<file path="config.mk">
export PLATFORM = sky130hd
export DESIGN_NAME = fpxc_exception_ctl
export DESIGN_NICKNAME = d
export VERILOG_FILES = /design/src/hw/fpxc_pkg.sv /design/src/hw/fpxc_exception_ctl.sv
export SDC_FILE = /design/constraint.sdc
export NUM_CORES = 1
export LEC_CHECK = 0
export BUFFER_PORTS_ARGS = -buffer_cell sky130_fd_sc_hd__buf_2
export CAP_MARGIN = 25
export CORE_AREA = 2 2 151 153
export CTS_CLUSTER_DIAMETER = 50
export CTS_CLUSTER_SIZE = 14
export DETAILED_ROUTE_END_ITERATION = 16
export DIE_AREA = 0 0 153 155
export PLACE_DENSITY = 0.7
export SLEW_MARGIN = 0
export SYNTH_ARGS = -nofsm -noshare
export SYNTH_HDL_FRONTEND = slang
export SYNTH_SLANG_ARGS = --single-unit
</file>
<file path="constraint.sdc">
create_clock -name SYS_CLK_I -period 2.8 [get_ports SYS_CLK_I]
set_clock_uncertainty 0.05 [all_clocks]
set_input_delay 0.14 -clock SYS_CLK_I [delete_from_list [all_inputs] [get_ports SYS_CLK_I]]
set_output_delay 0.14 -clock SYS_CLK_I [all_outputs]
set_load 0.005 [all_outputs]
</file>
<file path="src/hw/fpxc_pkg.sv">
// Constants and register layout of the floating-point exception control block
`default_nettype none
package fpxc_pkg;
    // Register map
    localparam logic [7:0]  CSR_OFFSET    = 8'h00;
    localparam logic [7:0]  STATUS_OFFSET = 8'h04;
    // Control/status register fields
    localparam int          RM_LSB    = 0;
    localparam int          FLAG_LSB  = 2;
    localparam int          EN_LSB    = 7;
    localparam int          CAUSE_LSB = 12;
    localparam int          FS_BIT    = 24;
    localparam logic [31:0] CSR_RESET = 32'h0000_0000;
    // Exception bit positions inside the cause, enable and flag fields
    localparam int          EXC_I = 0;
    localparam int          EXC_U = 1;
    localparam int          EXC_O = 2;
    localparam int          EXC_Z = 3;
    localparam int          EXC_V = 4;
    localparam int          EXC_E = 5;
    // Rounding modes
    localparam logic [1:0]  ROUND_TO_NEAREST   = 2'h0;
    localparam logic [1:0]  ROUND_TOWARD_ZERO  = 2'h1;
    localparam logic [1:0]  ROUND_TOWARD_PLUS  = 2'h2;
    localparam logic [1:0]  ROUND_TOWARD_MINUS = 2'h3;
    // Operation codes
    localparam logic [3:0]  OP_ADD               = 4'h0;
    localparam logic [3:0]  OP_SUB               = 4'h1;
    localparam logic [3:0]  OP_MUL               = 4'h2;
    localparam logic [3:0]  OP_DIV               = 4'h3;
    localparam logic [3:0]  OP_SQRT              = 4'h4;
    localparam logic [3:0]  OP_CMP               = 4'h5;
    localparam logic [3:0]  OP_CVT_INT           = 4'h6;
    localparam logic [3:0]  OP_CVT_FP            = 4'h7;
    localparam logic [3:0]  ABSOLUTE_VALUE_OP    = 4'h8;
    localparam logic [3:0]  NEGATE_OP            = 4'h9;
    localparam logic [3:0]  REGISTER_MOVE_OP     = 4'hA;
    // CPU exception code for a floating-point trap (value arbitrary)
    localparam logic [4:0]  FP_EXCEPTION_CODE = 5'h0F;
    // Unbiased exponent limits, 13-bit signed
    localparam logic signed [12:0] D_EMAX = 13'sh03FF;
    localparam logic signed [12:0] D_EMIN = -13'sh03FE;
    localparam logic signed [12:0] S_EMAX = 13'sh007F;
    localparam logic signed [12:0] S_EMIN = -13'sh007E;
    // Default result magnitudes
    localparam logic [62:0] D_INF  = 63'h7FF0_0000_0000_0000;
    localparam logic [62:0] D_MAX  = 63'h7FEF_FFFF_FFFF_FFFF;
    localparam logic [62:0] D_MINN = 63'h0010_0000_0000_0000;
    localparam logic [62:0] D_QNAN = 63'h7FF8_0000_0000_0000;
    localparam logic [62:0] D_ZERO = 63'h0000_0000_0000_0000;
    localparam logic [30:0] S_INF  = 31'h7F80_0000;
    localparam logic [30:0] S_MAX  = 31'h7F7F_FFFF;
    localparam logic [30:0] S_MINN = 31'h0080_0000;
    localparam logic [30:0] S_QNAN = 31'h7FC0_0000;
    localparam logic [30:0] S_ZERO = 31'h0000_0000;
    // Pre-screen: biased exponents outside the safe band force a stall
    localparam logic [10:0] D_SAFE_LO = 11'h200;
    localparam logic [10:0] D_SAFE_HI = 11'h600;
    localparam logic [10:0] S_SAFE_LO = 11'h040;
    localparam logic [10:0] S_SAFE_HI = 11'h0C0;
endpackage
`default_nettype wire

</file>
<file path="src/hw/fpxc_exception_ctl.sv">
// Floating-point exception detection, default results, trap request and control register
//
// The implementer's own choices: the APB slave port and the register addresses.
`default_nettype none

module fpxc_exception_ctl (
    // Clock and reset
    input  wire logic                  SYS_CLK_I,
    input  wire logic                  RESET_I,
    // APB slave
    input  wire logic                  PSEL_I,
    input  wire logic                  PENABLE_I,
    input  wire logic                  PWRITE_I,
    input  wire logic [7:0]            PADDR_I,
    input  wire logic [31:0]           PWDATA_I,
    output logic      [31:0]           PRDATA_O,
    output logic                       PREADY_O,
    output logic                       PSLVERR_O,
    // Issue pre-screen
    input  wire logic                  ISSUE_VALID_I,
    input  wire logic                  ISSUE_DBL_I,
    input  wire logic                  ISSUE_MULTI_I,
    input  wire logic [10:0]           ISSUE_EXP_A_I,
    input  wire logic [10:0]           ISSUE_EXP_B_I,
    output logic                       ISSUE_READY_O,
    output logic                       STALL_O,
    // Completed operation from the datapath
    input  wire logic                  OP_VALID_I,
    input  wire logic [3:0]            OP_CODE_I,
    input  wire logic                  OP_DBL_I,
    input  wire logic                  OP_CMP_ORDERED_I,
    input  wire logic [63:0]           OPA_I,
    input  wire logic [63:0]           OPB_I,
    input  wire logic [63:0]           RES_VALUE_I,
    input  wire logic                  RES_SIGN_I,
    input  wire logic                  RES_ZERO_I,
    input  wire logic signed [12:0]    RES_EXP_I,
    input  wire logic                  RES_INEXACT_I,
    input  wire logic                  CVT_RANGE_ERR_I,
    input  wire logic                  UNIMPL_I,
    // Writeback and trap
    output logic                       WB_EN_O,
    output logic      [63:0]           WB_DATA_O,
    output logic                       TRAP_O,
    output logic      [4:0]            EXC_CODE_O
);
    import fpxc_pkg::*;

    ////////////////////////////////////////////////////////////////////////////
    // Operand classification
    function automatic logic f_exp_max(input logic dbl, input logic [63:0] x);
        f_exp_max = dbl ? (x[62:52] == 11'h7FF) : (x[30:23] == 8'hFF);
    endfunction

    function automatic logic f_exp_zero(input logic dbl, input logic [63:0] x);
        f_exp_zero = dbl ? (x[62:52] == 11'h000) : (x[30:23] == 8'h00);
    endfunction

    function automatic logic f_frac_zero(input logic dbl, input logic [63:0] x);
        f_frac_zero = dbl ? (x[51:0] == 52'h0) : (x[22:0] == 23'h0);
    endfunction

    function automatic logic f_sign(input logic dbl, input logic [63:0] x);
        f_sign = dbl ? x[63] : x[31];
    endfunction

    function automatic logic f_snan(input logic dbl, input logic [63:0] x);
        f_snan = f_exp_max(dbl, x) && !f_frac_zero(dbl, x) && !(dbl ? x[51] : x[22]);
    endfunction

    function automatic logic [63:0] f_val(input logic dbl, input logic s,
                                          input logic [62:0] dv, input logic [30:0] sv);
        f_val = dbl ? {s, dv} : {32'h0, s, sv};
    endfunction

    function automatic logic f_risky(input logic dbl, input logic [10:0] e);
        if (dbl) begin
            f_risky = (e < D_SAFE_LO) || (e >= D_SAFE_HI);
        end else begin
            f_risky = (e < S_SAFE_LO) || (e >= S_SAFE_HI);
        end
    endfunction

    ////////////////////////////////////////////////////////////////////////////
    // Control/status state
    logic [1:0]  rm_reg;
    logic [4:0]  flag_reg;
    logic [4:0]  en_reg;
    logic [5:0]  cause_reg;
    logic        fs_reg;
    logic        pending_reg;
    logic [4:0]  last_code_reg;
    logic [31:0] prdata_reg;
    logic        csr_wr;
    logic        csr_hit;
    logic        stat_hit;

    assign csr_hit  = (PADDR_I == CSR_OFFSET);
    assign stat_hit = (PADDR_I == STATUS_OFFSET);
    assign csr_wr   = PSEL_I && PENABLE_I && PWRITE_I && csr_hit;

    ////////////////////////////////////////////////////////////////////////////
    // Exception detection
    logic        na, nb, ia, ib, za, zb, sa, sb;
    logic        two_op, is_num, is_wb, is_mov, snan_any;
    logic        inv, dz, chk, ovf, tiny, unf_unimpl, unf, inx, unimpl;
    logic [4:0]  exc5;
    logic [5:0]  exc6;
    logic [4:0]  flag_set;
    logic        trap;
    logic        rs;
    logic [63:0] ovf_val, unf_val, res_w;
    logic signed [12:0] emax, emin;

    assign na = f_exp_max(OP_DBL_I, OPA_I) && !f_frac_zero(OP_DBL_I, OPA_I);
    assign nb = f_exp_max(OP_DBL_I, OPB_I) && !f_frac_zero(OP_DBL_I, OPB_I);
    assign ia = f_exp_max(OP_DBL_I, OPA_I) && f_frac_zero(OP_DBL_I, OPA_I);
    assign ib = f_exp_max(OP_DBL_I, OPB_I) && f_frac_zero(OP_DBL_I, OPB_I);
    assign za = f_exp_zero(OP_DBL_I, OPA_I) && f_frac_zero(OP_DBL_I, OPA_I);
    assign zb = f_exp_zero(OP_DBL_I, OPB_I) && f_frac_zero(OP_DBL_I, OPB_I);
    assign sa = f_sign(OP_DBL_I, OPA_I);
    assign sb = f_sign(OP_DBL_I, OPB_I);

    assign two_op = (OP_CODE_I <= OP_DIV) || (OP_CODE_I == OP_CMP);
    assign is_num = (OP_CODE_I <= OP_SQRT) || (OP_CODE_I == OP_CVT_FP);
    assign is_mov = (OP_CODE_I == REGISTER_MOVE_OP);
    assign is_wb  = (OP_CODE_I != OP_CMP) && (OP_CODE_I <= REGISTER_MOVE_OP);
    assign snan_any = f_snan(OP_DBL_I, OPA_I) || (two_op && f_snan(OP_DBL_I, OPB_I));

    assign emax = OP_DBL_I ? D_EMAX : S_EMAX;
    assign emin = OP_DBL_I ? D_EMIN : S_EMIN;

    always_comb begin
        inv = 1'b0;
        if (!is_mov && snan_any) begin
            inv = 1'b1;
        end
        case (OP_CODE_I)
            OP_ADD:     if (ia && ib && (sa != sb)) inv = 1'b1;
            OP_SUB:     if (ia && ib && (sa == sb)) inv = 1'b1;
            OP_MUL:     if ((za && ib) || (ia && zb)) inv = 1'b1;
            OP_DIV:     if ((za && zb) || (ia && ib)) inv = 1'b1;
            OP_SQRT:    if (sa && !za && !na) inv = 1'b1;
            OP_CMP:     if (OP_CMP_ORDERED_I && (na || nb)) inv = 1'b1;
            OP_CVT_INT: if (CVT_RANGE_ERR_I) inv = 1'b1;
            default:    ;
        endcase
    end

    assign dz   = (OP_CODE_I == OP_DIV) && zb && !za && !ia && !na && !inv;
    assign chk  = is_num && !inv && !dz && !na && !nb && !ia && !ib;
    assign ovf  = chk && !RES_ZERO_I && (RES_EXP_I > emax);
    assign tiny = chk && !RES_ZERO_I && (RES_EXP_I < emin);
    assign unf_unimpl = tiny && (en_reg[EXC_U] || en_reg[EXC_I] || !fs_reg);
    assign unf  = tiny && !unf_unimpl;
    assign inx  = chk && (RES_INEXACT_I || ovf || unf);
    assign unimpl = UNIMPL_I || unf_unimpl;
    assign exc5 = unimpl ? 5'h00 : {inv, dz, ovf, unf, inx};
    assign exc6 = {unimpl, exc5};
    assign trap = unimpl || ((exc5 & en_reg) != 5'h00);
    assign flag_set = OP_VALID_I ? (exc5 & ~en_reg) : 5'h00;

    ////////////////////////////////////////////////////////////////////////////
    // Default results
    assign rs = RES_SIGN_I;

    always_comb begin
        case (rm_reg)
            ROUND_TO_NEAREST:  ovf_val = f_val(OP_DBL_I, rs, D_INF, S_INF);
            ROUND_TOWARD_ZERO: ovf_val = f_val(OP_DBL_I, rs, D_MAX, S_MAX);
            ROUND_TOWARD_PLUS: begin
                ovf_val = rs ? f_val(OP_DBL_I, 1'b1, D_MAX, S_MAX)
                             : f_val(OP_DBL_I, 1'b0, D_INF, S_INF);
            end
            default: begin
                ovf_val = rs ? f_val(OP_DBL_I, 1'b1, D_INF, S_INF)
                             : f_val(OP_DBL_I, 1'b0, D_MAX, S_MAX);
            end
        endcase
    end

    always_comb begin
        case (rm_reg)
            ROUND_TO_NEAREST,
            ROUND_TOWARD_ZERO: unf_val = f_val(OP_DBL_I, rs, D_ZERO, S_ZERO);
            ROUND_TOWARD_PLUS: begin
                unf_val = rs ? f_val(OP_DBL_I, 1'b1, D_ZERO, S_ZERO)
                             : f_val(OP_DBL_I, 1'b0, D_MINN, S_MINN);
            end
            default: begin
                unf_val = rs ? f_val(OP_DBL_I, 1'b1, D_MINN, S_MINN)
                             : f_val(OP_DBL_I, 1'b0, D_ZERO, S_ZERO);
            end
        endcase
    end

    always_comb begin
        if (inv) begin
            res_w = f_val(OP_DBL_I, 1'b0, D_QNAN, S_QNAN);
        end else if (dz) begin
            res_w = f_val(OP_DBL_I, sa ^ sb, D_INF, S_INF);
        end else if (ovf) begin
            res_w = ovf_val;
        end else if (unf) begin
            res_w = unf_val;
        end else begin
            res_w = RES_VALUE_I;
        end
    end

    ////////////////////////////////////////////////////////////////////////////
    // Writeback and trap outputs
    always_ff @(posedge SYS_CLK_I) begin
        if (RESET_I) begin
            WB_EN_O   <= 1'b0;
            WB_DATA_O <= 64'h0;
        end else begin
            WB_EN_O <= OP_VALID_I && is_wb && !trap;
            if (OP_VALID_I && !trap) begin
                WB_DATA_O <= res_w;
            end
        end
    end

    always_ff @(posedge SYS_CLK_I) begin
        if (RESET_I) begin
            TRAP_O        <= 1'b0;
            EXC_CODE_O    <= 5'h00;
            last_code_reg <= 5'h00;
        end else begin
            TRAP_O     <= OP_VALID_I && trap;
            EXC_CODE_O <= (OP_VALID_I && trap) ? FP_EXCEPTION_CODE : 5'h00;
            if (OP_VALID_I && trap) begin
                last_code_reg <= FP_EXCEPTION_CODE;
            end
        end
    end

    ////////////////////////////////////////////////////////////////////////////
    // Issue pre-screen and stall
    logic issue_take;
    logic issue_risky;

    assign ISSUE_READY_O = !pending_reg;
    assign STALL_O       = pending_reg;
    assign issue_take    = ISSUE_VALID_I && !pending_reg;
    assign issue_risky   = f_risky(ISSUE_DBL_I, ISSUE_EXP_A_I)
                        || f_risky(ISSUE_DBL_I, ISSUE_EXP_B_I)
                        || (ISSUE_MULTI_I && en_reg[EXC_I]);

    always_ff @(posedge SYS_CLK_I) begin
        if (RESET_I) begin
            pending_reg <= 1'b0;
        end else if (issue_take && issue_risky) begin
            pending_reg <= 1'b1;
        end else if (OP_VALID_I) begin
            pending_reg <= 1'b0;
        end
    end

    ////////////////////////////////////////////////////////////////////////////
    // Control/status register
    always_ff @(posedge SYS_CLK_I) begin
        if (RESET_I) begin
            rm_reg <= CSR_RESET[RM_LSB +: 2];
            en_reg <= CSR_RESET[EN_LSB +: 5];
            fs_reg <= CSR_RESET[FS_BIT];
        end else if (csr_wr) begin
            rm_reg <= PWDATA_I[RM_LSB +: 2];
            en_reg <= PWDATA_I[EN_LSB +: 5];
            fs_reg <= PWDATA_I[FS_BIT];
        end
    end

    always_ff @(posedge SYS_CLK_I) begin
        if (RESET_I) begin
            flag_reg <= CSR_RESET[FLAG_LSB +: 5];
        end else begin
            flag_reg <= (csr_wr ? PWDATA_I[FLAG_LSB +: 5] : flag_reg) | flag_set;
        end
    end

    always_ff @(posedge SYS_CLK_I) begin
        if (RESET_I) begin
            cause_reg <= CSR_RESET[CAUSE_LSB +: 6];
        end else if (OP_VALID_I) begin
            cause_reg <= exc6;
        end else if (csr_wr) begin
            cause_reg <= PWDATA_I[CAUSE_LSB +: 6];
        end
    end

    ////////////////////////////////////////////////////////////////////////////
    // APB read path, data captured in the setup cycle
    always_ff @(posedge SYS_CLK_I) begin
        if (RESET_I) begin
            prdata_reg <= 32'h0;
        end else if (PSEL_I && !PENABLE_I) begin
            if (csr_hit) begin
                prdata_reg <= {7'h00, fs_reg, 6'h00, cause_reg, en_reg, flag_reg, rm_reg};
            end else if (stat_hit) begin
                prdata_reg <= {21'h0, last_code_reg, 5'h00, pending_reg};
            end else begin
                prdata_reg <= 32'h0;
            end
        end
    end

    assign PRDATA_O  = prdata_reg;
    assign PREADY_O  = 1'b1;
    assign PSLVERR_O = PSEL_I && PENABLE_I && !csr_hit && !stat_hit;
endmodule
`default_nettype wire

</file>
; ---- Word-level counts from Yosys, hierarchy flattened
; Cells that the tools add are included.
[totals]
elab_cells = 206
in_bits = 287
output_inout_bits = 107
ff_bits = 124
[op_classes]
reduce_logical = 103
magnitude_cmp = 13
n_eq_ne = 18
muxes = 55
bitwise_logic = 5
[op_table]
columns = cell, count
row1 = 64-bit two-way mux, 16
row2 = 64-bit case mux with 3 select lines, 1
row3 = 63-bit two-way mux, 3
row4 = 64-bit case mux with 2 select lines, 1
row5 = 52-bit logical NOT, 2
row6 = 53-bit two-way mux, 1
row7 = 1-bit logical AND, 50
row8 = 23-bit logical NOT, 2
row9 = 10-bit two-way mux, 3
row10 = 25-bit two-way mux, 1
row11 = 8-bit logical NOT, 3
row12 = 11-bit equality test (second input constant), 2
row13 = 11-bit greater-or-equal comparator (second input constant), 2
row14 = 11-bit by 8-bit greater-or-equal comparator with 1-bit output (second input constant), 2
row15 = 11-bit logical NOT, 2
row16 = 11-bit by 10-bit less-than comparator with 1-bit output (second input constant), 2
row17 = 11-bit by 7-bit less-than comparator with 1-bit output (second input constant), 2
row18 = 1-bit two-way mux, 22
row19 = 1-bit logical NOT, 20
row20 = 1-bit logical OR, 18
row21 = 4-bit by 3-bit equality test with 1-bit output (second input constant), 4
row22 = 8-bit equality test (second input constant), 2
row23 = 5-bit two-way mux, 3
row24 = 13-bit by 11-bit > comparator with 1-bit output, 1
row25 = other kinds (25), 29

; ---- Longest topological paths before layout
[depth]
ltp_word = 32
depth_mapped = 15
depth_no_buf = 11

; ---- Least setup slack after synthesis
; No wires, ideal clock.
[synth_timing]
kind = input-to-reg
from = input OP_DBL_I
to = register WB_DATA_O[10]
required_time_ns = 2.607
arrival_ns = 2.857
setup_ns = 0.143
slack_ns = -0.251
cell_stages = 15
path_buffers = 4
cell_sequence = buf_4 > inv_2 > ha_1 > a21o_1 > a2111oi_0 > nor4_1 > nand2b_1 > buf_4 > inv_1 > a221o_1 > a32oi_4 > a21o_1 > buf_2 > buf_6 > o32ai_2
[synth_between]
elab_chain_len = 31
word_cells_on_any_way = 90
classes_between = order compare (2) / eq/ne (2) / mux (26) / bitwise (1) / reduce/logical (59)
[synth_rtl]
columns = element, line_no
row1 = start: declaration, fpxc_exception_ctl.sv:30  ; input wire logic OP_DBL_I,
row2 = 1-bit two-way mux, fpxc_exception_ctl.sv:60  ; f_frac_zero = dbl ? (x[51:0] == 52'h0) : (x[22:0] == 23'h0);
row3 = 1-bit logical NOT, "fpxc_exception_ctl.sv:68, fpxc_exception_ctl.sv:116"
row4 = 1-bit logical AND, "fpxc_exception_ctl.sv:68, fpxc_exception_ctl.sv:116"
row5 = 1-bit logical AND, fpxc_exception_ctl.sv:68  ; f_snan = f_exp_max(dbl, x) && !f_frac_zero(dbl, x) && !(dbl ? x[51] : x[22]);
row6 = 1-bit logical AND, fpxc_exception_ctl.sv:128  ; assign snan_any = f_snan(OP_DBL_I, OPA_I) || (two_op && f_snan(OP_DBL_I, OPB_I));
row7 = 1-bit logical OR, fpxc_exception_ctl.sv:128
row8 = 1-bit logical AND, fpxc_exception_ctl.sv:135  ; if (!is_mov && snan_any) begin
row9 = 1-bit two-way mux, fpxc_exception_ctl.sv:135
row10 = [15 not listed], -
row11 = 1-bit logical OR, fpxc_exception_ctl.sv:156  ; assign inx = chk && (RES_INEXACT_I || ovf || unf);
row12 = 1-bit logical AND, fpxc_exception_ctl.sv:156
row13 = 5-bit two-way mux, fpxc_exception_ctl.sv:158  ; assign exc5 = unimpl ? 5'h00 : {inv, dz, ovf, unf, inx};
row14 = 5-bit bitwise AND, fpxc_exception_ctl.sv:160  ; assign trap = unimpl || ((exc5 & en_reg) != 5'h00);
row15 = 5-bit nonzero test, fpxc_exception_ctl.sv:160
row16 = 1-bit logical OR, fpxc_exception_ctl.sv:160
row17 = 1-bit logical NOT, fpxc_exception_ctl.sv:219  ; if (OP_VALID_I && !trap) begin
row18 = 1-bit logical AND, fpxc_exception_ctl.sv:219
row19 = end signal: assignment, fpxc_exception_ctl.sv:220  ; WB_DATA_O <= res_w;
row20 = end: declaration, fpxc_exception_ctl.sv:43  ; output logic [63:0] WB_DATA_O,
; Several ways; a longest one is shown, not always the timed one.
; A chain may end at the register's enable or synchronous reset.

; ---- Worst setup path after layout
[layout_timing]
from = input OP_DBL_I
to = register WB_DATA_O[57]
; Same word-level chain as after synthesis.

==> metrics.yaml <==
insertion_delay_ns: 0.35
comb_power_share_pct: 21.6
placed_area_um2: 9025
cp.arrival_ns: 2.92
use_met1_pct: 21.50
p_sw_mw: 1.049
layout-drive-gt1-share_pct: 47.47
drt-initial-drc-count: 409
synthFlopType: "dfxtp_1"
fin_crit_sh_pct: 95.62
min_from: "PWDATA_I[5]"
met3_usage_pct: 2.563
die_x_um: 153
setup-tns-final_ns: 0
crit_type: "in -> reg"
wirelength_um: 24280
intPower_mw: 2.684
drv_cap: 0
power-per-cell-area_nw_per_um2: 385.5
yosysWarnings: 0
area_growth_pct: 49.17
drtAntennaViolNets: 0
fmax_mhz: 373.5
nNetsFinal: 1466
synth-seq-area-share_pct: 32.69
min_path_type: "in -> reg"
core_um2: 22230
period_needed_ns: 2.677
htree_levels: 3
startpoint_type: "primary input"
p_seq_share_pct: 43.1
hold_viol_final: 0
yosysTopAreaCell: "dfxtp_1"
crit_path_start: "OP_DBL_I"
synth_top_area_share_pct: 32.69
numCtsBuffers: 9
port_buffers: 353
grt_use_total_pct: 19.62
vdd_drop_max_uv: 270.3
p_sw_share_pct: 28.11
status: "finished, final reports clean"
grt_pass1_vias: 7409
r2r_start: "en_reg[0]"
clock-sinks: 106
rows: 55
worst_slack_ns: 0.1228
syn_inst: 753
syn_area_um2: 6491
setup_violations: 0
cts_buffer_depth: 2
antenna_found_initial: 7
root_buffer: "clkbuf_16"
start_util_pct: 29.20
gp_congestion: 0.8856
hpwlAfterDp_um: 19320
die_area_um2: 23720
fin_util_pct: 43.56
ys_ff_latch: 106
end_kind: "flop"
grt_max_degree: 48
syn-mean-instance-area_um2: 8.620
grtUsageMet2_pct: 37.50
drc: 0
netlist_top_cells_area: "dfxtp_1 33%, o32ai_2 10%, a21oi_1 7.2%, nand2_1 3.9%, inv_1 3.4%"
path_clk_slew_ns: 0.08
fillers: 2243
cts_tree: "done"
largest_reg_flops: 64
io_pins: 394
busiest_layer: "met2"
p_leak_nw: 4.304
wl_per_cell_um: 16.64
slew_viol_final: 0
dieHeight_um: 155
synthArstFlopShare_pct: 0
num_vias: 7328
synth_common_cells: "106 x dfxtp_1, 94 x a21oi_1, 67 x nand2_1"
post_drt_via_cell_ratio: 5.023
place_ws_ns: -0.3597
synth_edf_count: 0
grt_overflow: 0
first_pass_iters: 5
path_max_fanout: 8
synth_most_common_cell: "dfxtp_1"
required_ns: 3.04
yosysUniqueCellTypes: 75
grt_pass1_wl_um: 37320
p_clk_share_pct: 35.3
post-route-cell-area_um2: 9683
slew_headroom_pct: 55.12
tightest_slew_ns: 0.6732
## cells by family (layout without fill, tap and decap cells)
logic type | Yosys count | count (layout) | synth area share [%]
compound gates | 227 | 227 | 29.84
xor+xnor | 8 | 8 | 1.079
fa+ha+maj | 17 | 17 | 3.277
buf+inv | 130 | 531 | 9.965
flops | 106 | 106 | 32.69
mux | 13 | 13 | 2.351
other cells | 2 | 22 | 0.1157
simple gates | 250 | 250 | 20.68
## through the flow
stage | hold WS [ns] | instances | power, mW
after floorplan | 0.2260 | 766 | 2.033
after global placement | 0.3348 | 1419 | 2.400
after detailed placement | 0.3418 | 1419 | 2.416
after CTS | 0.00003522 | 1451 | 3.769
after global routing | 0.003674 | 1459 | 3.931
final | 0.01359 | 1459 | 3.733
## worst max-delay path: stages
cell,delay (ns)
clkbuf_4,0.18
inv_8,0.05
ha_4,0.23
a21o_1,0.19
a2111oi_2,0.33
nor4_2,0.11
or2_4,0.24
a221o_1,0.40
a32o_1,0.32
or3_1,0.39
buf_4,0.19
o2bb2ai_2,0.14
## power by group through the flow
stage          clock (mW)  combinational [mW]  sequential [mW]
2_1_floorplan           0               0.388             1.65
6_report             1.32               0.807             1.61
3_3_place_gp            0               0.759             1.64
3_5_place_dp            0               0.774             1.64
5_1_grt              1.43               0.885             1.62
4_1_cts              1.37               0.796             1.61
## final timing paths
check | end | slack, ns | cells past startpoint
worst max-delay path | WB_DATA_O[57] | 0.12 | 12
worst min-delay path | flag_reg[3] | 0.01 | 3
worst max register to register | WB_DATA_O[63] | 0.44 | 8
worst min register to register | PRDATA_O[4] | 0.40 | 2
## routing by layer
layer | wire (um) | up-vias | part of all wire (%)
met3 | 1008 | 47 | 4.2
met4 | 885 | 0 | 3.6
met2 | 13100 | 270 | 54
met1 | 9281 | 3415 | 38
li1 | - | 3596 | -
met5 | 0 | - | 0
## cells in the final DEF (no fill, tap or decap), types with 6 or more instances in the layout
cell type,netlist,layout
buf_2,7,352
dfxtp_1,106,106
a21oi_1,94,93
buf_4,22,79
nand2_1,67,67
inv_1,58,57
o32ai_2,41,40
nor2_1,35,34
nand3_1,32,30
nor4_1,34,24
nand4_1,17,17
ha_1,17,16
dlygate4sd3_1,0,16
conb_1,2,15
nor3_1,13,12
a31oi_1,9,9
a32o_1,9,9
a211oi_1,11,9
clkbuf_16,0,9
a21o_1,9,8
nor4_2,1,8
o2bb2ai_2,8,8
buf_12,0,8
diode_2,0,7
mux2i_1,7,7
or3_1,7,7
nand2b_1,6,6
o211ai_1,6,6
o21ai_0,6,6
## final cells by class
cell class	instances	area [um^2]	share of cell area, %
sequential	106	2122	21.92
clock inverter	6	72.57	0.7495
antenna	7	17.52	0.1809
tap	285	356.6	3.683
timing repair buffer	456	2683	27.70
clock buffer	10	229.0	2.365
multi-input combinational	530	3974	41.04
inverter	59	229.0	2.365
## timing repair
| action | in CTS | in global routing |
|---|---|---|
| gates resized for setup | 0 | 29 |
| buffers inserted | 0 | 1 |
| endpoints found under the hold margin | 16 | 0 |
| hold buffers | 16 | 0 |
| endpoints found under the setup margin | 0 | 68 |
No activity file was read; power rests on OpenSTA's default activity.
